**config.mk**
```make
export PLATFORM = sky130hd
export DESIGN_NAME = pmcrb_bank
export DESIGN_NICKNAME = d
export VERILOG_FILES = /design/src/common/pmcrb_pkg.sv /design/src/hdl/pmcrb_bank.sv
export VERILOG_INCLUDE_DIRS = /design/src /design/src/common
export SDC_FILE = /design/constraint.sdc
export NUM_CORES = 1
export LEC_CHECK = 0
export BUFFER_PORTS_ARGS = -buffer_cell sky130_fd_sc_hd__buf_2
export CAP_MARGIN = 30
export CORE_MARGIN = 2
export CORE_UTILIZATION = 55
export DETAILED_ROUTE_END_ITERATION = 6
export PLACE_DENSITY = 0.79
export SLEW_MARGIN = 40
export SYNTH_ARGS = -nofsm -noshare
export SYNTH_HDL_FRONTEND = slang
export SYNTH_SLANG_ARGS = --single-unit
```
**constraint.sdc**
```tcl
create_clock -name clk_in -period 4.78 [get_ports clk_in]
set_input_delay 0.956 -clock clk_in [delete_from_list [all_inputs] [get_ports clk_in]]
set_output_delay 0.956 -clock clk_in [all_outputs]
set_load 0.03 [all_outputs]
```
**src/common/pmcrb_map.svh**
```systemverilog
// register pointers, field positions, reset values of the control register bank
`ifndef PMCRB_MAP_SVH
`define PMCRB_MAP_SVH
`define PMCRB_PTR_MASK_CHG      8'h03
`define PMCRB_PTR_MASK_SYS      8'h04
`define PMCRB_PTR_ENABLE        8'h05
`define PMCRB_PTR_LIN_FIRST     8'h06
`define PMCRB_PTR_LIN_SECOND    8'h07
`define PMCRB_PTR_STEP_UP       8'h08
`define PMCRB_PTR_CHG_CTRL      8'h09
`define PMCRB_RST_MASK_CHG      8'hFF
`define PMCRB_RST_MASK_SYS      8'hEF
`define PMCRB_RST_ENABLE        8'h80
`define PMCRB_RST_LIN_FIRST     8'h1C
`define PMCRB_RST_LIN_SECOND    8'hBB
`define PMCRB_RST_STEP_UP       8'h0F
`define PMCRB_RST_CHG_CTRL      8'h1F
`define PMCRB_STEP_UP_USED_MASK 8'h0F
`define PMCRB_BIT_WATCHDOG_EN   6
`define PMCRB_BIT_CHARGER_EN    0
`define PMCRB_BIT_CHARGER_DET   6
`endif

```
**src/common/pmcrb_pkg.sv**
```systemverilog
// types shared by the control register bank
package pmcrb_pkg;
    // one register access from the serial bus front end
    typedef struct packed {
        logic       wr;
        logic       rd;
        logic [7:0] ptr;
        logic [7:0] data;
    } pmcrb_access_type;

    // decoded supply enables
    typedef struct packed {
        logic indicator_led_enable;
        logic charge_watchdog_enable;
        logic step_up_two_enable;
        logic step_up_one_enable;
        logic linear_four_enable;
        logic linear_three_enable;
        logic linear_two_enable;
        logic linear_one_enable;
    } pmcrb_enables_type;

    // voltage and charger settings
    typedef struct packed {
        logic [3:0] linear_one_code;
        logic [3:0] linear_two_code;
        logic [3:0] linear_three_code;
        logic [3:0] linear_four_code;
        logic [3:0] step_up_one_code;
        logic       charger_enable;
        logic [1:0] top_off_threshold;
    } pmcrb_settings_type;

    typedef enum logic [1:0] {
        PMCRB_POWER_UP,
        PMCRB_RUN
    } pmcrb_irq_state_type;
endpackage

```
**src/hdl/pmcrb_bank.sv**
```systemverilog
// control register bank: masks, event latching, supply enables and voltage codes
//
// Functional notes
// - charger mask write-only at 0x03, resets 0xFF
// - system mask write-only at 0x04, resets 0xEF
// - charger mask bits follow charger event sources
// - system mask bits follow system event sources
// - system mask bit 6 gates charger detect
// - enable register 0x05 resets 0x80
// - enable bit 6 switches charge watchdog
// - 0x06 low nibble linear one, reset 0x1C
// - 0x06 high nibble linear two, code 0001
// - 0x07 holds linear three/four, reset 0xBB
// - 0x08 step-up code, reset 0x0F
// - 0x09 bit 0 enables charger, default on
// - 0x09 bits 2:1 top-off threshold, reset 11
// - interrupt asserts for unmasked set events
// - reads clear events, late events held
// - interrupt held off until first event read
`include "pmcrb_map.svh"
`timescale 1ns/1ps
`default_nettype none
module pmcrb_bank
    import pmcrb_pkg::*;
(
    input  wire logic              clk_in,
    input  wire logic              rst_n_in,
    input  wire pmcrb_access_type  access_in,
    input  wire logic [7:0]        charger_event_in,
    input  wire logic [7:0]        system_event_in,
    input  wire logic              power_on_comparator_out_in,
    output logic [7:0]             read_data_out,
    output logic                   irq_n_out,
    output pmcrb_enables_type      enables_out,
    output pmcrb_settings_type     settings_out
);
    logic [7:0]          mask_charger_reg;
    logic [7:0]          mask_system_reg;
    logic [7:0]          enable_reg;
    logic [7:0]          lin_first_reg;
    logic [7:0]          lin_second_reg;
    logic [7:0]          step_up_reg;
    logic [7:0]          chg_ctrl_reg;
    logic [7:0]          event_charger_reg;
    logic [7:0]          event_system_reg;
    logic [7:0]          pend_charger_reg;
    logic [7:0]          pend_system_reg;
    logic [7:0]          read_data_reg;
    logic                irq_n_reg;
    pmcrb_irq_state_type irq_state_reg;
    logic [7:0]          system_src;
    logic                rd_charger;
    logic                rd_system;
    logic                wr_hit;

    // write strobe matched against one pointer
    function automatic logic pmcrb_wr_hit(input pmcrb_access_type acc, input logic [7:0] ptr);
        pmcrb_wr_hit = acc.wr && (acc.ptr == ptr);
    endfunction

    // read strobes on the event pointers, shared with the masks
    assign rd_charger = access_in.rd && (access_in.ptr == `PMCRB_PTR_MASK_CHG);
    assign rd_system  = access_in.rd && (access_in.ptr == `PMCRB_PTR_MASK_SYS);
    assign wr_hit     = access_in.wr;

    // charger detect only counts when the power-on comparator confirms it
    always_comb begin
        system_src = system_event_in;
        system_src[`PMCRB_BIT_CHARGER_DET] = system_event_in[`PMCRB_BIT_CHARGER_DET]
                                             & power_on_comparator_out_in;
    end

    // write-only masks; reads never touch them
    always_ff @(posedge clk_in or negedge rst_n_in) begin
        if (!rst_n_in) begin
            mask_charger_reg <= `PMCRB_RST_MASK_CHG;
            mask_system_reg  <= `PMCRB_RST_MASK_SYS;
        end else begin
            if (pmcrb_wr_hit(access_in, `PMCRB_PTR_MASK_CHG)) begin
                mask_charger_reg <= access_in.data;
            end
            if (pmcrb_wr_hit(access_in, `PMCRB_PTR_MASK_SYS)) begin
                mask_system_reg <= access_in.data;
            end
        end
    end

    // read/write control registers
    always_ff @(posedge clk_in or negedge rst_n_in) begin
        if (!rst_n_in) begin
            enable_reg     <= `PMCRB_RST_ENABLE;
            lin_first_reg  <= `PMCRB_RST_LIN_FIRST;
            lin_second_reg <= `PMCRB_RST_LIN_SECOND;
            step_up_reg    <= `PMCRB_RST_STEP_UP;
            chg_ctrl_reg   <= `PMCRB_RST_CHG_CTRL;
        end else if (wr_hit) begin
            case (access_in.ptr)
                `PMCRB_PTR_ENABLE:     enable_reg     <= access_in.data;
                `PMCRB_PTR_LIN_FIRST:  lin_first_reg  <= access_in.data;
                `PMCRB_PTR_LIN_SECOND: lin_second_reg <= access_in.data;
                // reserved bits dropped on write
                `PMCRB_PTR_STEP_UP:    step_up_reg    <= access_in.data & `PMCRB_STEP_UP_USED_MASK;
                `PMCRB_PTR_CHG_CTRL:   chg_ctrl_reg   <= access_in.data;
                default: begin
                end
            endcase
        end
    end

    // event latching: a read clears, sources arriving meanwhile go to pending
    always_ff @(posedge clk_in or negedge rst_n_in) begin
        if (!rst_n_in) begin
            event_charger_reg <= 8'h00;
            event_system_reg  <= 8'h00;
            pend_charger_reg  <= 8'h00;
            pend_system_reg   <= 8'h00;
        end else begin
            if (rd_charger) begin
                event_charger_reg <= 8'h00;
                pend_charger_reg  <= pend_charger_reg | charger_event_in;
            end else begin
                event_charger_reg <= event_charger_reg | pend_charger_reg | charger_event_in;
                pend_charger_reg  <= 8'h00;
            end
            if (rd_system) begin
                event_system_reg <= 8'h00;
                pend_system_reg  <= pend_system_reg | system_src;
            end else begin
                event_system_reg <= event_system_reg | pend_system_reg | system_src;
                pend_system_reg  <= 8'h00;
            end
        end
    end

    // interrupt stays off after power-up until events are first read
    always_ff @(posedge clk_in or negedge rst_n_in) begin
        if (!rst_n_in) begin
            irq_state_reg <= PMCRB_POWER_UP;
        end else begin
            case (irq_state_reg)
                PMCRB_POWER_UP: if (rd_charger || rd_system) irq_state_reg <= PMCRB_RUN;
                PMCRB_RUN:      irq_state_reg <= PMCRB_RUN;
                default:        irq_state_reg <= PMCRB_POWER_UP;
            endcase
        end
    end

    // active-low interrupt from unmasked latched events
    always_ff @(posedge clk_in or negedge rst_n_in) begin
        if (!rst_n_in) begin
            irq_n_reg <= 1'b1;
        end else begin
            irq_n_reg <= !((irq_state_reg == PMCRB_RUN) &&
                          (|(event_charger_reg & ~mask_charger_reg) ||
                           |(event_system_reg & ~mask_system_reg)));
        end
    end

    // registered read data; mask pointers return events
    always_ff @(posedge clk_in or negedge rst_n_in) begin
        if (!rst_n_in) begin
            read_data_reg <= 8'h00;
        end else if (access_in.rd) begin
            case (access_in.ptr)
                `PMCRB_PTR_MASK_CHG:   read_data_reg <= event_charger_reg;
                `PMCRB_PTR_MASK_SYS:   read_data_reg <= event_system_reg;
                `PMCRB_PTR_ENABLE:     read_data_reg <= enable_reg;
                `PMCRB_PTR_LIN_FIRST:  read_data_reg <= lin_first_reg;
                `PMCRB_PTR_LIN_SECOND: read_data_reg <= lin_second_reg;
                `PMCRB_PTR_STEP_UP:    read_data_reg <= step_up_reg & `PMCRB_STEP_UP_USED_MASK;
                `PMCRB_PTR_CHG_CTRL:   read_data_reg <= chg_ctrl_reg;
                default:               read_data_reg <= 8'h00;
            endcase
        end
    end

    assign read_data_out = read_data_reg;
    assign irq_n_out     = irq_n_reg;

    // decoded controls toward the analog blocks
    assign enables_out = pmcrb_enables_type'(enable_reg);
    always_comb begin
        settings_out.linear_one_code   = lin_first_reg[3:0];
        settings_out.linear_two_code   = lin_first_reg[7:4];
        settings_out.linear_three_code = lin_second_reg[3:0];
        settings_out.linear_four_code  = lin_second_reg[7:4];
        settings_out.step_up_one_code  = step_up_reg[3:0];
        settings_out.charger_enable    = chg_ctrl_reg[`PMCRB_BIT_CHARGER_EN];
        settings_out.top_off_threshold = chg_ctrl_reg[2:1];
    end
endmodule
`default_nettype wire

```
* Word level (Yosys, flattened, before mapping)
Index checks and enable logic that the tools add are counted.
Word-level totals: register bits after elaboration 95, latch bits 0, RAM bits 0, memory bits (read-only) 0, bits of input ports 37, output and inout port bits 40, word-level logic and storage cells 57, memories 0
Cells by class: $add $sub $neg 0, multiply operators 0, div/mod/pow operators 0, magnitude comparators 0, eq/ne operators 9, shift operators 0, muxes and demuxes 7, bitwise logic cells 11, reduce and logical (&&, ||, !) cells 16
Operator list (count):
- one-hot mux 8 bit (7 select lines) | 1
- bitwise OR 8 bit | 6
- == test 8 x 3 -> 1 bit, second input constant | 4
- two-way mux 8 bit | 4
- bitwise AND 8 bit | 2
- == test 8 x 4 -> 1 bit, second input constant | 2
- inverter 8 bit | 2
- OR reduction 8 bit | 2
- AND reduction 2 bit | 5
- == test 8 x 2 -> 1 bit, second input constant | 1
- logical AND 1 bit | 5
- one-hot mux 2 bit (2 select lines) | 1
- == test 2 x 1 -> 1 bit, second input constant | 1
- logical NOT 2 bit | 1
- logical OR 1 bit | 2
- two-way mux 2 bit | 1
- != test 2 bit, second input constant | 1
- bitwise AND 1 bit | 1
- logical NOT 1 bit | 1

* Logic depth before layout (Yosys ltp)
Gate-level depths: netlist (run 1).
depth after elaboration 6, depth in mapped cells 7, depth with buffers taken out 4

* Worst setup path after synthesis (run 1)
Ideal clock, no wire load.
path kind input -> register, from in access_in[13] (netlist name), to reg enable_reg[4] (netlist: enables_out[4]), setup time 125 ps, arrival 2362 ps, path slack 2293 ps, cell stages on the path 5, path buffers 1, cells stage by stage or4_1 -> buf_4 -> nor2_8 -> nand4_4 -> mux2_4
Between the ends: longest elaborated chain between the ends 2
RTL lines:
- start, declared | line pmcrb_bank.sv:28 | input wire pmcrb_access_type access_in,
- == test 8 x 3 -> 1 bit | line pmcrb_bank.sv:97 | case (access_in.ptr)
- AND reduction 2 bit (no source line)
- end signal, assigned | line pmcrb_bank.sv:91 | enable_reg <= `PMCRB_RST_ENABLE;
- end signal, assigned | line pmcrb_bank.sv:98 | `PMCRB_PTR_ENABLE: enable_reg <= access_in.data;
- end, declared | line pmcrb_bank.sv:39 | logic [7:0] enable_reg;
Every way passes these cells. A chain may end at the register's enable or synchronous reset.

* Worst setup path in the final report (run 1)
from in access_in[13] (netlist name), to reg event_system_reg[5]
Between the ends: longest elaborated chain between the ends 3
RTL lines:
- == test 8 x 3 -> 1 bit
- logical AND 1 bit | line pmcrb_bank.sv:63 | assign rd_system = access_in.rd && (access_in.ptr == `PMCRB_PTR_MASK_SYS);
- two-way mux 8 bit | line pmcrb_bank.sv:125 | if (rd_system) begin
- end signal, assigned | line pmcrb_bank.sv:129 | event_system_reg <= event_system_reg | pend_system_reg | system_src;
- end, declared | line pmcrb_bank.sv:45 | logic [7:0] event_system_reg;
Every way passes these cells.

==> flow_summary.toml, run 1 <==
[placed_design]
number_of_port_buffers = 76
placement.setup.worst_slack_ps = 1897
routabilityCongestion = 0.8364
hpwl_reported_at_the_end_of_detailed_placement_um = 6987

[sta]
finalSetupViolCount = 0
rsz_0062_raised_after_global_routing = "no"
fmax_mhz = 399.3
timing.final.max_slew_violations = 0
hold_viol_final = 0
clock-skew-final_ps = 12.08
layout_worst_path_cycle_share = 0.5239
postLayoutSetupSlackWorst_ps = 2276
worst_pin_slew_ps = 718.3
worst_slew_margin_rel = 0.5087
final.min_clock_period_ps = 2504
setup_total_negative_slack_ps = 0

[drt]
drt_pre_antenna_iters = 4
avgViaCountPerCell = 5.791
vias = 2936
remaining_drc_errors = 0
wl_per_cell_um = 18.95
first_iter_violations = 215
detail-route-antenna-nets = 0
postRouteWirelength_um = 9608

[cells_and_area]
num_antenna_cells = 0
fill_cells = 622
final_nets = 437
syn_to_final_growth_pct = 14.99
fraction_of_final_layout_cells_with_drive_strength_greater_than_1 = 0.4765

[flow_run]
maxCapViolations = 0

[yosys]
post_synthesis_compound_gate_area_fraction = 0.1075
yosys.area_share.adder = 0
synth_seq_cells = 94
mappedNetlistNets = 367
synthesis.area_sq_um = 4248
synthXorXnorAreaFrac = 0
syn_avg_cell_area_sq_um = 12.87
synth.area.mux_share = 0.1644
postSynthCellCount = 330
largest_family_of_logic_cells_by_synthesized_area = "multiplexers"
yosysUniqueCellTypes = 43
yosysWarnings = 0
synth-seq-area-share = 0.5641
synthSimpleGateAreaFrac = 0.1231

[power]
static-leakage-power_nw = 2.272
ir_worst_vdd_mv = 0.1808
power.density_nw_per_um2 = 313.7

[worst_hold_path]
holdPathStages = 1
min-delay-path-class = "reg -> reg"
min-delay-start = "irq_state_reg[0]$_DFFE_PN0P_"
destination_of_the_worst_hold_path = "irq_n_out$_DFF_PN1_"

[setup_path]
crit_type = "in -> reg"
reg2reg_from = "mask_system_reg[7]$_DFFE_PN1P_"
crit_required_ps = 5010
reg2reg_slack_ps = 2780
crit-reg2reg-capture = "irq_n_out$_DFF_PN1_"
crit_path_start_kind = "input pin"
arrival_time_of_the_worst_setup_path_ps = 2740
critical_path_peak_fanout = 17
rr_worst_depth = 4
cp-end-kind = "register"

[clock_tree]
clk-insertion-delay-late_ps = 360
post_cts_hold_buffer_count = 0
cts_buffer_depth = 2
path_clk_slew_ps = 90
clock_tree.htree_level_count = 3
cts_tree = "yes"
cts-root-buf = "sky130_fd_sc_hd__clkbuf_8"
number_of_gates_resized_after_cts = 0
setup_buffers_after_cts = 0
cts_buffers = 9
clock_sinks = 94

[global_route]
grt_first_pass_wirelength_um = 15530
gr-total-overflow = 0
antenna_found_initial = 0
grt_usage = 0.2431
number_of_global_route_vias_before_repair = 2931
grt_start_max_net_pins = 64

[die]
core_rows = 32
die_w_um = 91.88
die_area_sq_um = 8442
design.portCount = 77
initial_core_utilization = 0.5584
die_y_um = 91.88
core_ar_sq_um = 7607

[status]
outcome = "complete, no violations"
per-stage QoR:
stage | instance area, sq um | cells | power (mW) | util | hold slack (ps)
final | 4885 | 507 | 1.532 | 0.6421 | 457.3
after global routing | 4885 | 507 | 1.592 | 0.6421 | 479.8
after CTS | 4881 | 507 | 1.544 | 0.6416 | 461.2
after detailed placement | 4682 | 491 | 1.018 | 0.6155 | 433.3
after global placement | 4682 | 491 | 1.014 | 0.6155 | 429.9
after floorplan | 4248 | 330 | 0.9490 | - | 376.3
placed cells by master (no fill, tap or decap), types with 5 or more instances in the layout:
cell                        n
sky130_fd_sc_hd__nand3b_1   5
sky130_fd_sc_hd__buf_2     75
sky130_fd_sc_hd__a21oi_1    6
sky130_fd_sc_hd__dfrtp_1   59
sky130_fd_sc_hd__nor2_1    32
sky130_fd_sc_hd__o31a_1     9
sky130_fd_sc_hd__nand3_1    8
sky130_fd_sc_hd__a22o_1     5
sky130_fd_sc_hd__a211oi_1   6
sky130_fd_sc_hd__o22ai_1   12
sky130_fd_sc_hd__dfstp_2   35
sky130_fd_sc_hd__clkbuf_8   9
sky130_fd_sc_hd__a21boi_0   7
sky130_fd_sc_hd__mux2_2    52
sky130_fd_sc_hd__inv_1     20
cell usage after synthesis:
master | count | area [sq um]
sky130_fd_sc_hd__a21oi_1 | 6 | 30.03
sky130_fd_sc_hd__nor2b_1 | 4 | 25.02
sky130_fd_sc_hd__mux4_2 | 3 | 67.56
sky130_fd_sc_hd__mux2i_1 | 3 | 30.03
sky130_fd_sc_hd__o22ai_1 | 12 | 75.07
sky130_fd_sc_hd__nand3_2 | 1 | 10.01
sky130_fd_sc_hd__a21boi_0 | 7 | 52.55
sky130_fd_sc_hd__buf_4 | 4 | 30.03
sky130_fd_sc_hd__dfrtp_1 | 59 | 1476
sky130_fd_sc_hd__inv_1 | 20 | 75.07
sky130_fd_sc_hd__a22o_1 | 5 | 43.79
sky130_fd_sc_hd__nor4_4 | 1 | 21.27
sky130_fd_sc_hd__nand2b_1 | 4 | 25.02
sky130_fd_sc_hd__dfstp_2 | 35 | 919.6
sky130_fd_sc_hd__o31a_1 | 9 | 78.83
sky130_fd_sc_hd__nand4_4 | 2 | 42.54
sky130_fd_sc_hd__nor4bb_1 | 2 | 20.02
sky130_fd_sc_hd__nand3_4 | 1 | 17.52
sky130_fd_sc_hd__or3b_2 | 2 | 17.52
sky130_fd_sc_hd__a22oi_1 | 3 | 22.52
sky130_fd_sc_hd__a221oi_1 | 2 | 17.52
sky130_fd_sc_hd__mux2_4 | 1 | 15.01
sky130_fd_sc_hd__nand4b_4 | 1 | 23.77
sky130_fd_sc_hd__buf_1 | 1 | 3.750
sky130_fd_sc_hd__o2111ai_1 | 1 | 8.760
sky130_fd_sc_hd__a211oi_1 | 6 | 45.04
sky130_fd_sc_hd__a32oi_1 | 1 | 8.760
sky130_fd_sc_hd__clkbuf_1 | 8 | 30.03
sky130_fd_sc_hd__a211o_1 | 1 | 8.760
sky130_fd_sc_hd__nand4b_1 | 4 | 35.03
sky130_fd_sc_hd__nor2_8 | 1 | 20.02
sky130_fd_sc_hd__or4_1 | 2 | 15.01
sky130_fd_sc_hd__a2111oi_0 | 3 | 26.28
sky130_fd_sc_hd__mux2_2 | 52 | 585.6
sky130_fd_sc_hd__nand2_1 | 2 | 7.510
sky130_fd_sc_hd__o21ai_0 | 2 | 10.01
sky130_fd_sc_hd__a221o_1 | 2 | 20.02
sky130_fd_sc_hd__nor2_1 | 32 | 120.1
sky130_fd_sc_hd__o41ai_1 | 1 | 8.760
sky130_fd_sc_hd__buf_2 | 7 | 35.03
sky130_fd_sc_hd__or4bb_1 | 4 | 45.04
sky130_fd_sc_hd__nand3_1 | 8 | 40.04
sky130_fd_sc_hd__nand3b_1 | 5 | 37.54
power by group:
group          switching, mW  total [mW]  internal, mW
Sequential            0.0179       0.849         0.831
Combinational         0.0999       0.155        0.0554
Clock                  0.278       0.528         0.250
layer usage:
layer / global-route usage / part of all wire
met4: 0.07711 / 0.015
met5: 0 / 0
met2: 0.3725 / 0.49
met1: 0.3546 / 0.43
met3: 0.04519 / 0.060
critical path: stages:
cell                       delay [ps]
sky130_fd_sc_hd__buf_2            120
sky130_fd_sc_hd__or4_1            740
sky130_fd_sc_hd__nor2_8           330
sky130_fd_sc_hd__nand3_2          350
sky130_fd_sc_hd__a21boi_0         240
final cells by class:
class | count | area (sq um) | share of cell area
Sequential cell | 94 | 2396 | 0.4905
Clock buffer | 11 | 131.4 | 0.02690
Timing Repair Buffer | 79 | 409.1 | 0.08376
Multi-Input combinational cell | 196 | 1678 | 0.3435
Clock inverter | 5 | 67.56 | 0.01383
Tap cell | 102 | 127.6 | 0.02613
Inverter | 20 | 75.07 | 0.01537
kinds of logic after synthesis:
kind of cell	Yosys count
muxes	59
buffers and inverters	40
AOI/OAI and AO/OA	61
DFF	94
and+or+nand+nor	76
worst max-delay path by stage:
stage / cells after the start / end / from
2_1_floorplan: 5 / enables_out[4]$_DFFE_PN0P_ / access_in[13]
3_3_place_gp: 5 / event_system_reg[6]$_DFF_PN0_ / access_in[13]
3_5_place_dp: 5 / event_system_reg[6]$_DFF_PN0_ / access_in[13]
4_1_cts: 5 / event_system_reg[5]$_DFF_PN0_ / access_in[13]
5_1_grt: 5 / event_charger_reg[6]$_DFF_PN0_ / access_in[9]
6_report: 5 / event_system_reg[5]$_DFF_PN0_ / access_in[13]
No activity file was read; power rests on OpenSTA's default activity.
==> run 2, diff against run 1 <==
--- a/config.mk
+++ b/config.mk
@@ -9,9 +9,9 @@
 export BUFFER_PORTS_ARGS = -buffer_cell sky130_fd_sc_hd__buf_2
 export CAP_MARGIN = 30
 export CORE_MARGIN = 2
-export CORE_UTILIZATION = 55
+export CORE_UTILIZATION = 50
 export DETAILED_ROUTE_END_ITERATION = 6
-export PLACE_DENSITY = 0.79
+export PLACE_DENSITY = 0.76
 export SLEW_MARGIN = 40
 export SYNTH_ARGS = -nofsm -noshare
 export SYNTH_HDL_FRONTEND = slang
==> constraint.sdc (replaced) <==
create_clock -name clk_in -period 2.1 [get_ports clk_in]
set_input_delay 0.42 -clock clk_in [delete_from_list [all_inputs] [get_ports clk_in]]
set_output_delay 0.42 -clock clk_in [all_outputs]
set_load 0.03 [all_outputs]
==> flow_summary.toml, run 2 (same netlist as run 1, synthesis figures left out) <==
[setup_path]
reg2reg_slack_ps = 180
path_cells = "inv_1 > a2111oi_0 > o2111ai_1 > o41ai_1"
worstSetupStartpoint = "mask_system_reg[7]$_DFFE_PN1P_"
arrival_time_of_the_worst_setup_path_ps = 2180
critical_path_cell_count = 4
crit_family = "compound AO/OA/AOI/OAI gates"
critical_path.max_stage_delay_ps = 620
crit-reg2reg-capture = "irq_n_out$_DFF_PN1_"
rr_worst_depth = 4
crit_path_start_kind = "register"
crit_slowest_cell = "sky130_fd_sc_hd__a2111oi_0"
cp.buffers_inverters = 1
crit_type = "reg -> reg"
crit_required_ps = 2360
timing.critical_path.to = "irq_n_out$_DFF_PN1_"
cp-end-kind = "register"
critical_path_peak_fanout = 2
reg2reg_from = "mask_system_reg[7]$_DFFE_PN1P_"

[global_route]
grt_usage = 0.2306
grt_met1_use = 0.3344
grt_use_met3 = 0.02819
number_of_global_route_vias_before_repair = 2942
globalRouteMet2Util = 0.3576
antenna_found_initial = 0
gr-total-overflow = 0
globalRoute.busiestLayer = "met2"
grt_start_max_net_pins = 43
grt_first_pass_wirelength_um = 15650

[drt]
vias = 3021
first_iter_violations = 228
detail-route-antenna-nets = 0
drt_pre_antenna_iters = 4
postRouteWirelength_um = 9957
wl_per_cell_um = 18.97
avgViaCountPerCell = 5.754
remaining_drc_errors = 0

[cells_and_area]
design_area_sq_um = 5030
fraction_of_final_layout_cells_with_drive_strength_greater_than_1 = 0.5000
syn_to_final_growth_pct = 18.41
final_core_utilization = 0.6122
layout_cells_excl_fill = 525
multi_input_comb_area_sq_um = 1678
most-common-layout-cells = "sky130_fd_sc_hd__buf_2 (75), sky130_fd_sc_hd__dfrtp_1 (59), sky130_fd_sc_hd__mux2_2 (52)"
num_antenna_cells = 0
final_nets = 452
register_area_sq_um = 2396
fill_cells = 650
final_common_cell = "sky130_fd_sc_hd__buf_2"

[placed_design]
number_of_port_buffers = 76
postPlaceCellArea_sq_um = 4823
placed_cells = 509
routabilityCongestion = 0.8488
hpwl_reported_at_the_end_of_detailed_placement_um = 7349
placement.setup.worst_slack_ps = -51.80

[die]
die_w_um = 96.17
initial_core_utilization = 0.5170
core_ar_sq_um = 8217
core_rows = 33
die_y_um = 96.17
design.portCount = 77
die_area_sq_um = 9249

[clock_tree]
post_cts_hold_buffer_count = 0
setup_buffers_after_cts = 0
clock_sinks = 94
number_of_gates_resized_after_cts = 0
clk-insertion-delay-late_ps = 370
cts_buffers = 9
clock_tree.htree_level_count = 3
cts-root-buf = "sky130_fd_sc_hd__clkbuf_8"
cts_buffer_depth = 2
path_clk_slew_ps = 90
cts_tree = "yes"

[status]
outcome = "complete, no violations"

[sta]
final.min_clock_period_ps = 1925
timing.final.max_slew_violations = 0
worst_slew_margin_rel = 0.5129
clock-skew-final_ps = 10.06
setup_total_negative_slack_ps = 0
postLayoutSetupSlackWorst_ps = 175.4
hold_viol_final = 0
rsz_0062_raised_after_global_routing = "no"
fmax_mhz = 519.6
worst_pin_slew_ps = 712.2
layout_worst_path_cycle_share = 0.9165
finalSetupViolCount = 0

[power]
intPower_mw = 2.626
clock_share_of_power = 0.352
power.density_nw_per_um2 = 707.0
p_sw_uw = 930.4
pwr-share-comb = 0.105
static-leakage-power_nw = 2.361
pwr-share-seq = 0.543
switching_share = 0.2616
ir_worst_vdd_mv = 0.4066

[worst_hold_path]
min-delay-path-class = "in -> async"

[flow_run]
maxCapViolations = 0
## run 2: cell count changes in the layout (fill, tap and decap cells not counted)
cell / change
sky130_fd_sc_hd__buf_6: -1
sky130_fd_sc_hd__clkinv_4: -1
sky130_fd_sc_hd__clkbuf_1: -2
sky130_fd_sc_hd__buf_12: +2
sky130_fd_sc_hd__buf_4: +14
sky130_fd_sc_hd__clkbuf_8: +1
sky130_fd_sc_hd__clkinv_2: +2
## run 2: power groups by stage
stage	Combinational, mW	Sequential (mW)	Clock (mW)
final	0.373	1.93	1.25
after detailed placement	0.374	1.96	0
after floorplan	0.149	2.01	0
after global placement	0.363	1.96	0
after global routing	0.403	1.94	1.35
after CTS	0.376	1.93	1.26
## run 2: worst min-delay path by stage
| stage | from | end | slack [ps] | cells after the start |
|---|---|---|---|---|
| finish | rst_n_in | pend_system_reg[6]$_DFF_PN0_ | 20 | 1 |
| global route | rst_n_in | pend_system_reg[6]$_DFF_PN0_ | 60 | 1 |
| CTS | rst_n_in | enables_out[5]$_DFFE_PN0P_ | 40 | 1 |
| detailed placement | rst_n_in | pend_system_reg[3]$_DFF_PN0_ | 430 | 1 |
| global placement | irq_state_reg[0]$_DFFE_PN0P_ | irq_n_out$_DFF_PN1_ | 410 | 1 |
| floorplan | rst_n_in | chg_ctrl_reg[5]$_DFFE_PN0P_ | 120 | 0 |
## run 2: stage by stage
stage | total power, mW | hold WS (ps)
final | 3.556 | 21.76
after floorplan | 2.160 | 124.4
after global routing | 3.686 | 59.08
after detailed placement | 2.337 | 425.7
after global placement | 2.324 | 410.6
after CTS | 3.571 | 40.42
## run 2: cell type report
cell class                      count  share of cell area
Tap cell                          105             0.02612
Multi-Input combinational cell    196              0.3336
Inverter                           20             0.01493
Clock inverter                      6             0.01368
Sequential cell                    94              0.4764
Timing Repair Buffer               94              0.1080
Clock buffer                       10             0.02736
## run 2: metal layers
metal  up-vias  part of all wire
li1       1374                 -
met1      1529              0.44
met2       103              0.49
met3        15             0.057
met4         0             0.020
met5         -                 0
==> run 3, diff against run 2 <==
--- a/config.mk
+++ b/config.mk
@@ -12,6 +12,7 @@
 export CORE_UTILIZATION = 50
 export DETAILED_ROUTE_END_ITERATION = 6
 export PLACE_DENSITY = 0.76
+export RECOVER_POWER = 25
 export SLEW_MARGIN = 40
 export SYNTH_ARGS = -nofsm -noshare
 export SYNTH_HDL_FRONTEND = slang
==> flow_summary.toml, run 3 (same netlist as run 1, synthesis figures left out) <==
[setup_path]
critical_path.max_stage_delay_ps = 620
crit_slowest_cell = "sky130_fd_sc_hd__a2111oi_0"
critical_path_peak_fanout = 2
reg2reg_slack_ps = 170
cp-end-kind = "register"
crit_path_start_kind = "register"
crit_family = "compound AO/OA/AOI/OAI gates"
path_cells = "inv_1 > a2111oi_0 > o2111ai_1 > o41ai_1"
crit_type = "reg -> reg"
arrival_time_of_the_worst_setup_path_ps = 2180
cp.buffers_inverters = 1
crit_required_ps = 2360

[sta]
worst_pin_slew_ps = 1028
final.hold.worst_slack_ps = 222.1
layout_worst_path_cycle_share = 0.9173
worst_slew_margin_rel = 0.3149
hold_viol_final = 0
finalSetupViolCount = 0
final.min_clock_period_ps = 1926
clock-skew-final_ps = 8.066
fmax_mhz = 519.1
timing.final.max_slew_violations = 0
postLayoutSetupSlackWorst_ps = 173.6
setup_total_negative_slack_ps = 0
rsz_0062_raised_after_global_routing = "no"

[die]
core_rows = 33
die_w_um = 96.17
initial_core_utilization = 0.5170
core_ar_sq_um = 8217
design.portCount = 77
die_y_um = 96.17
die_area_sq_um = 9249

[clock_tree]
clock_tree.htree_level_count = 3
clock_sinks = 94
post_cts_hold_buffer_count = 0
setup_buffers_after_cts = 0
path_clk_slew_ps = 90
number_of_gates_resized_after_cts = 0
cts_tree = "yes"
cts-root-buf = "sky130_fd_sc_hd__clkbuf_8"
clk-insertion-delay-late_ps = 360
cts_buffers = 9
cts_buffer_depth = 2

[power]
switching_share = 0.2611
clock_share_of_power = 0.351
power.total_mw = 3.551
ir_worst_vdd_mv = 0.4060
pwr-share-comb = 0.105
static-leakage-power_nw = 2.357
intPower_mw = 2.624
pwr-share-seq = 0.544
power.density_nw_per_um2 = 706.9
p_sw_uw = 927.2

[worst_hold_path]
min-delay-path-class = "in -> async"

[global_route]
grt_start_max_net_pins = 43
antenna_found_initial = 0
grt_first_pass_wirelength_um = 15650
gr-total-overflow = 0
grt_usage = 0.2306
number_of_global_route_vias_before_repair = 2942

[placed_design]
routabilityCongestion = 0.8488
placed_cells = 509
hpwl_reported_at_the_end_of_detailed_placement_um = 7349
postPlaceCellArea_sq_um = 4823
number_of_port_buffers = 76
placement.setup.worst_slack_ps = -51.80

[drt]
drt_pre_antenna_iters = 4
vias = 3016
remaining_drc_errors = 0
detail-route-antenna-nets = 0
avgViaCountPerCell = 5.745
first_iter_violations = 200
postRouteWirelength_um = 9969
wl_per_cell_um = 18.99

[cells_and_area]
final_nets = 452
final_core_utilization = 0.6114
most-common-layout-cells = "sky130_fd_sc_hd__buf_2 (75), sky130_fd_sc_hd__dfrtp_1 (59), sky130_fd_sc_hd__mux2_2 (52)"
syn_to_final_growth_pct = 18.26
final_common_cell = "sky130_fd_sc_hd__buf_2"
design_area_sq_um = 5024
layout_cells_excl_fill = 525
fraction_of_final_layout_cells_with_drive_strength_greater_than_1 = 0.4976
num_antenna_cells = 0

[status]
outcome = "complete, no violations"

[flow_run]
maxCapViolations = 0
[run 3: worst register-to-register path, cell delays in order (launching register included)]
cell                        delay [ps]
sky130_fd_sc_hd__dfstp_2           540
sky130_fd_sc_hd__inv_1              40
sky130_fd_sc_hd__a2111oi_0         620
sky130_fd_sc_hd__o2111ai_1         210
sky130_fd_sc_hd__o41ai_1           420
[run 3: power by group through the flow]
stage | logic, mW | registers [mW] | clock network [mW]
2_1_floorplan | 0.149 | 2.01 | 0
4_1_cts | 0.376 | 1.93 | 1.26
3_3_place_gp | 0.363 | 1.96 | 0
6_report | 0.372 | 1.93 | 1.25
5_1_grt | 0.402 | 1.94 | 1.35
3_5_place_dp | 0.374 | 1.96 | 0
[run 3: layer usage]
layer	GRT usage	vias up	wire, um	share of wire
li1	-	1375	-	-
met1	0.3344	1533	4385	0.44
met2	0.3576	92	4852	0.49
met3	0.02819	16	529	0.053
met4	0.08333	0	201	0.020
met5	0	-	0	0
[run 3: cell type report]
type,instances,area (sq um)
Sequential cell,94,2396
Inverter,20,75.07
Clock inverter,6,68.82
Tap cell,105,131.4
Fill cell,651,3193
Clock buffer,10,137.6
Multi-Input combinational cell,196,1678
Timing Repair Buffer,94,536.8
[run 3: worst paths after layout]
kind / startpoint / to / cells after the start
min in group clk_in: system_event_in[1] / event_system_reg[1]$_DFF_PN0_ / 2
setup / recovery: mask_system_reg[7]$_DFFE_PN1P_ / irq_n_out$_DFF_PN1_ / 4
max in group asynchronous: rst_n_in / event_charger_reg[0]$_DFF_PN0_ / 2
hold reg to reg: irq_state_reg[0]$_DFFE_PN0P_ / irq_n_out$_DFF_PN1_ / 1
hold / removal: rst_n_in / pend_system_reg[6]$_DFF_PN0_ / 1
setup reg to reg: mask_system_reg[7]$_DFFE_PN1P_ / irq_n_out$_DFF_PN1_ / 4
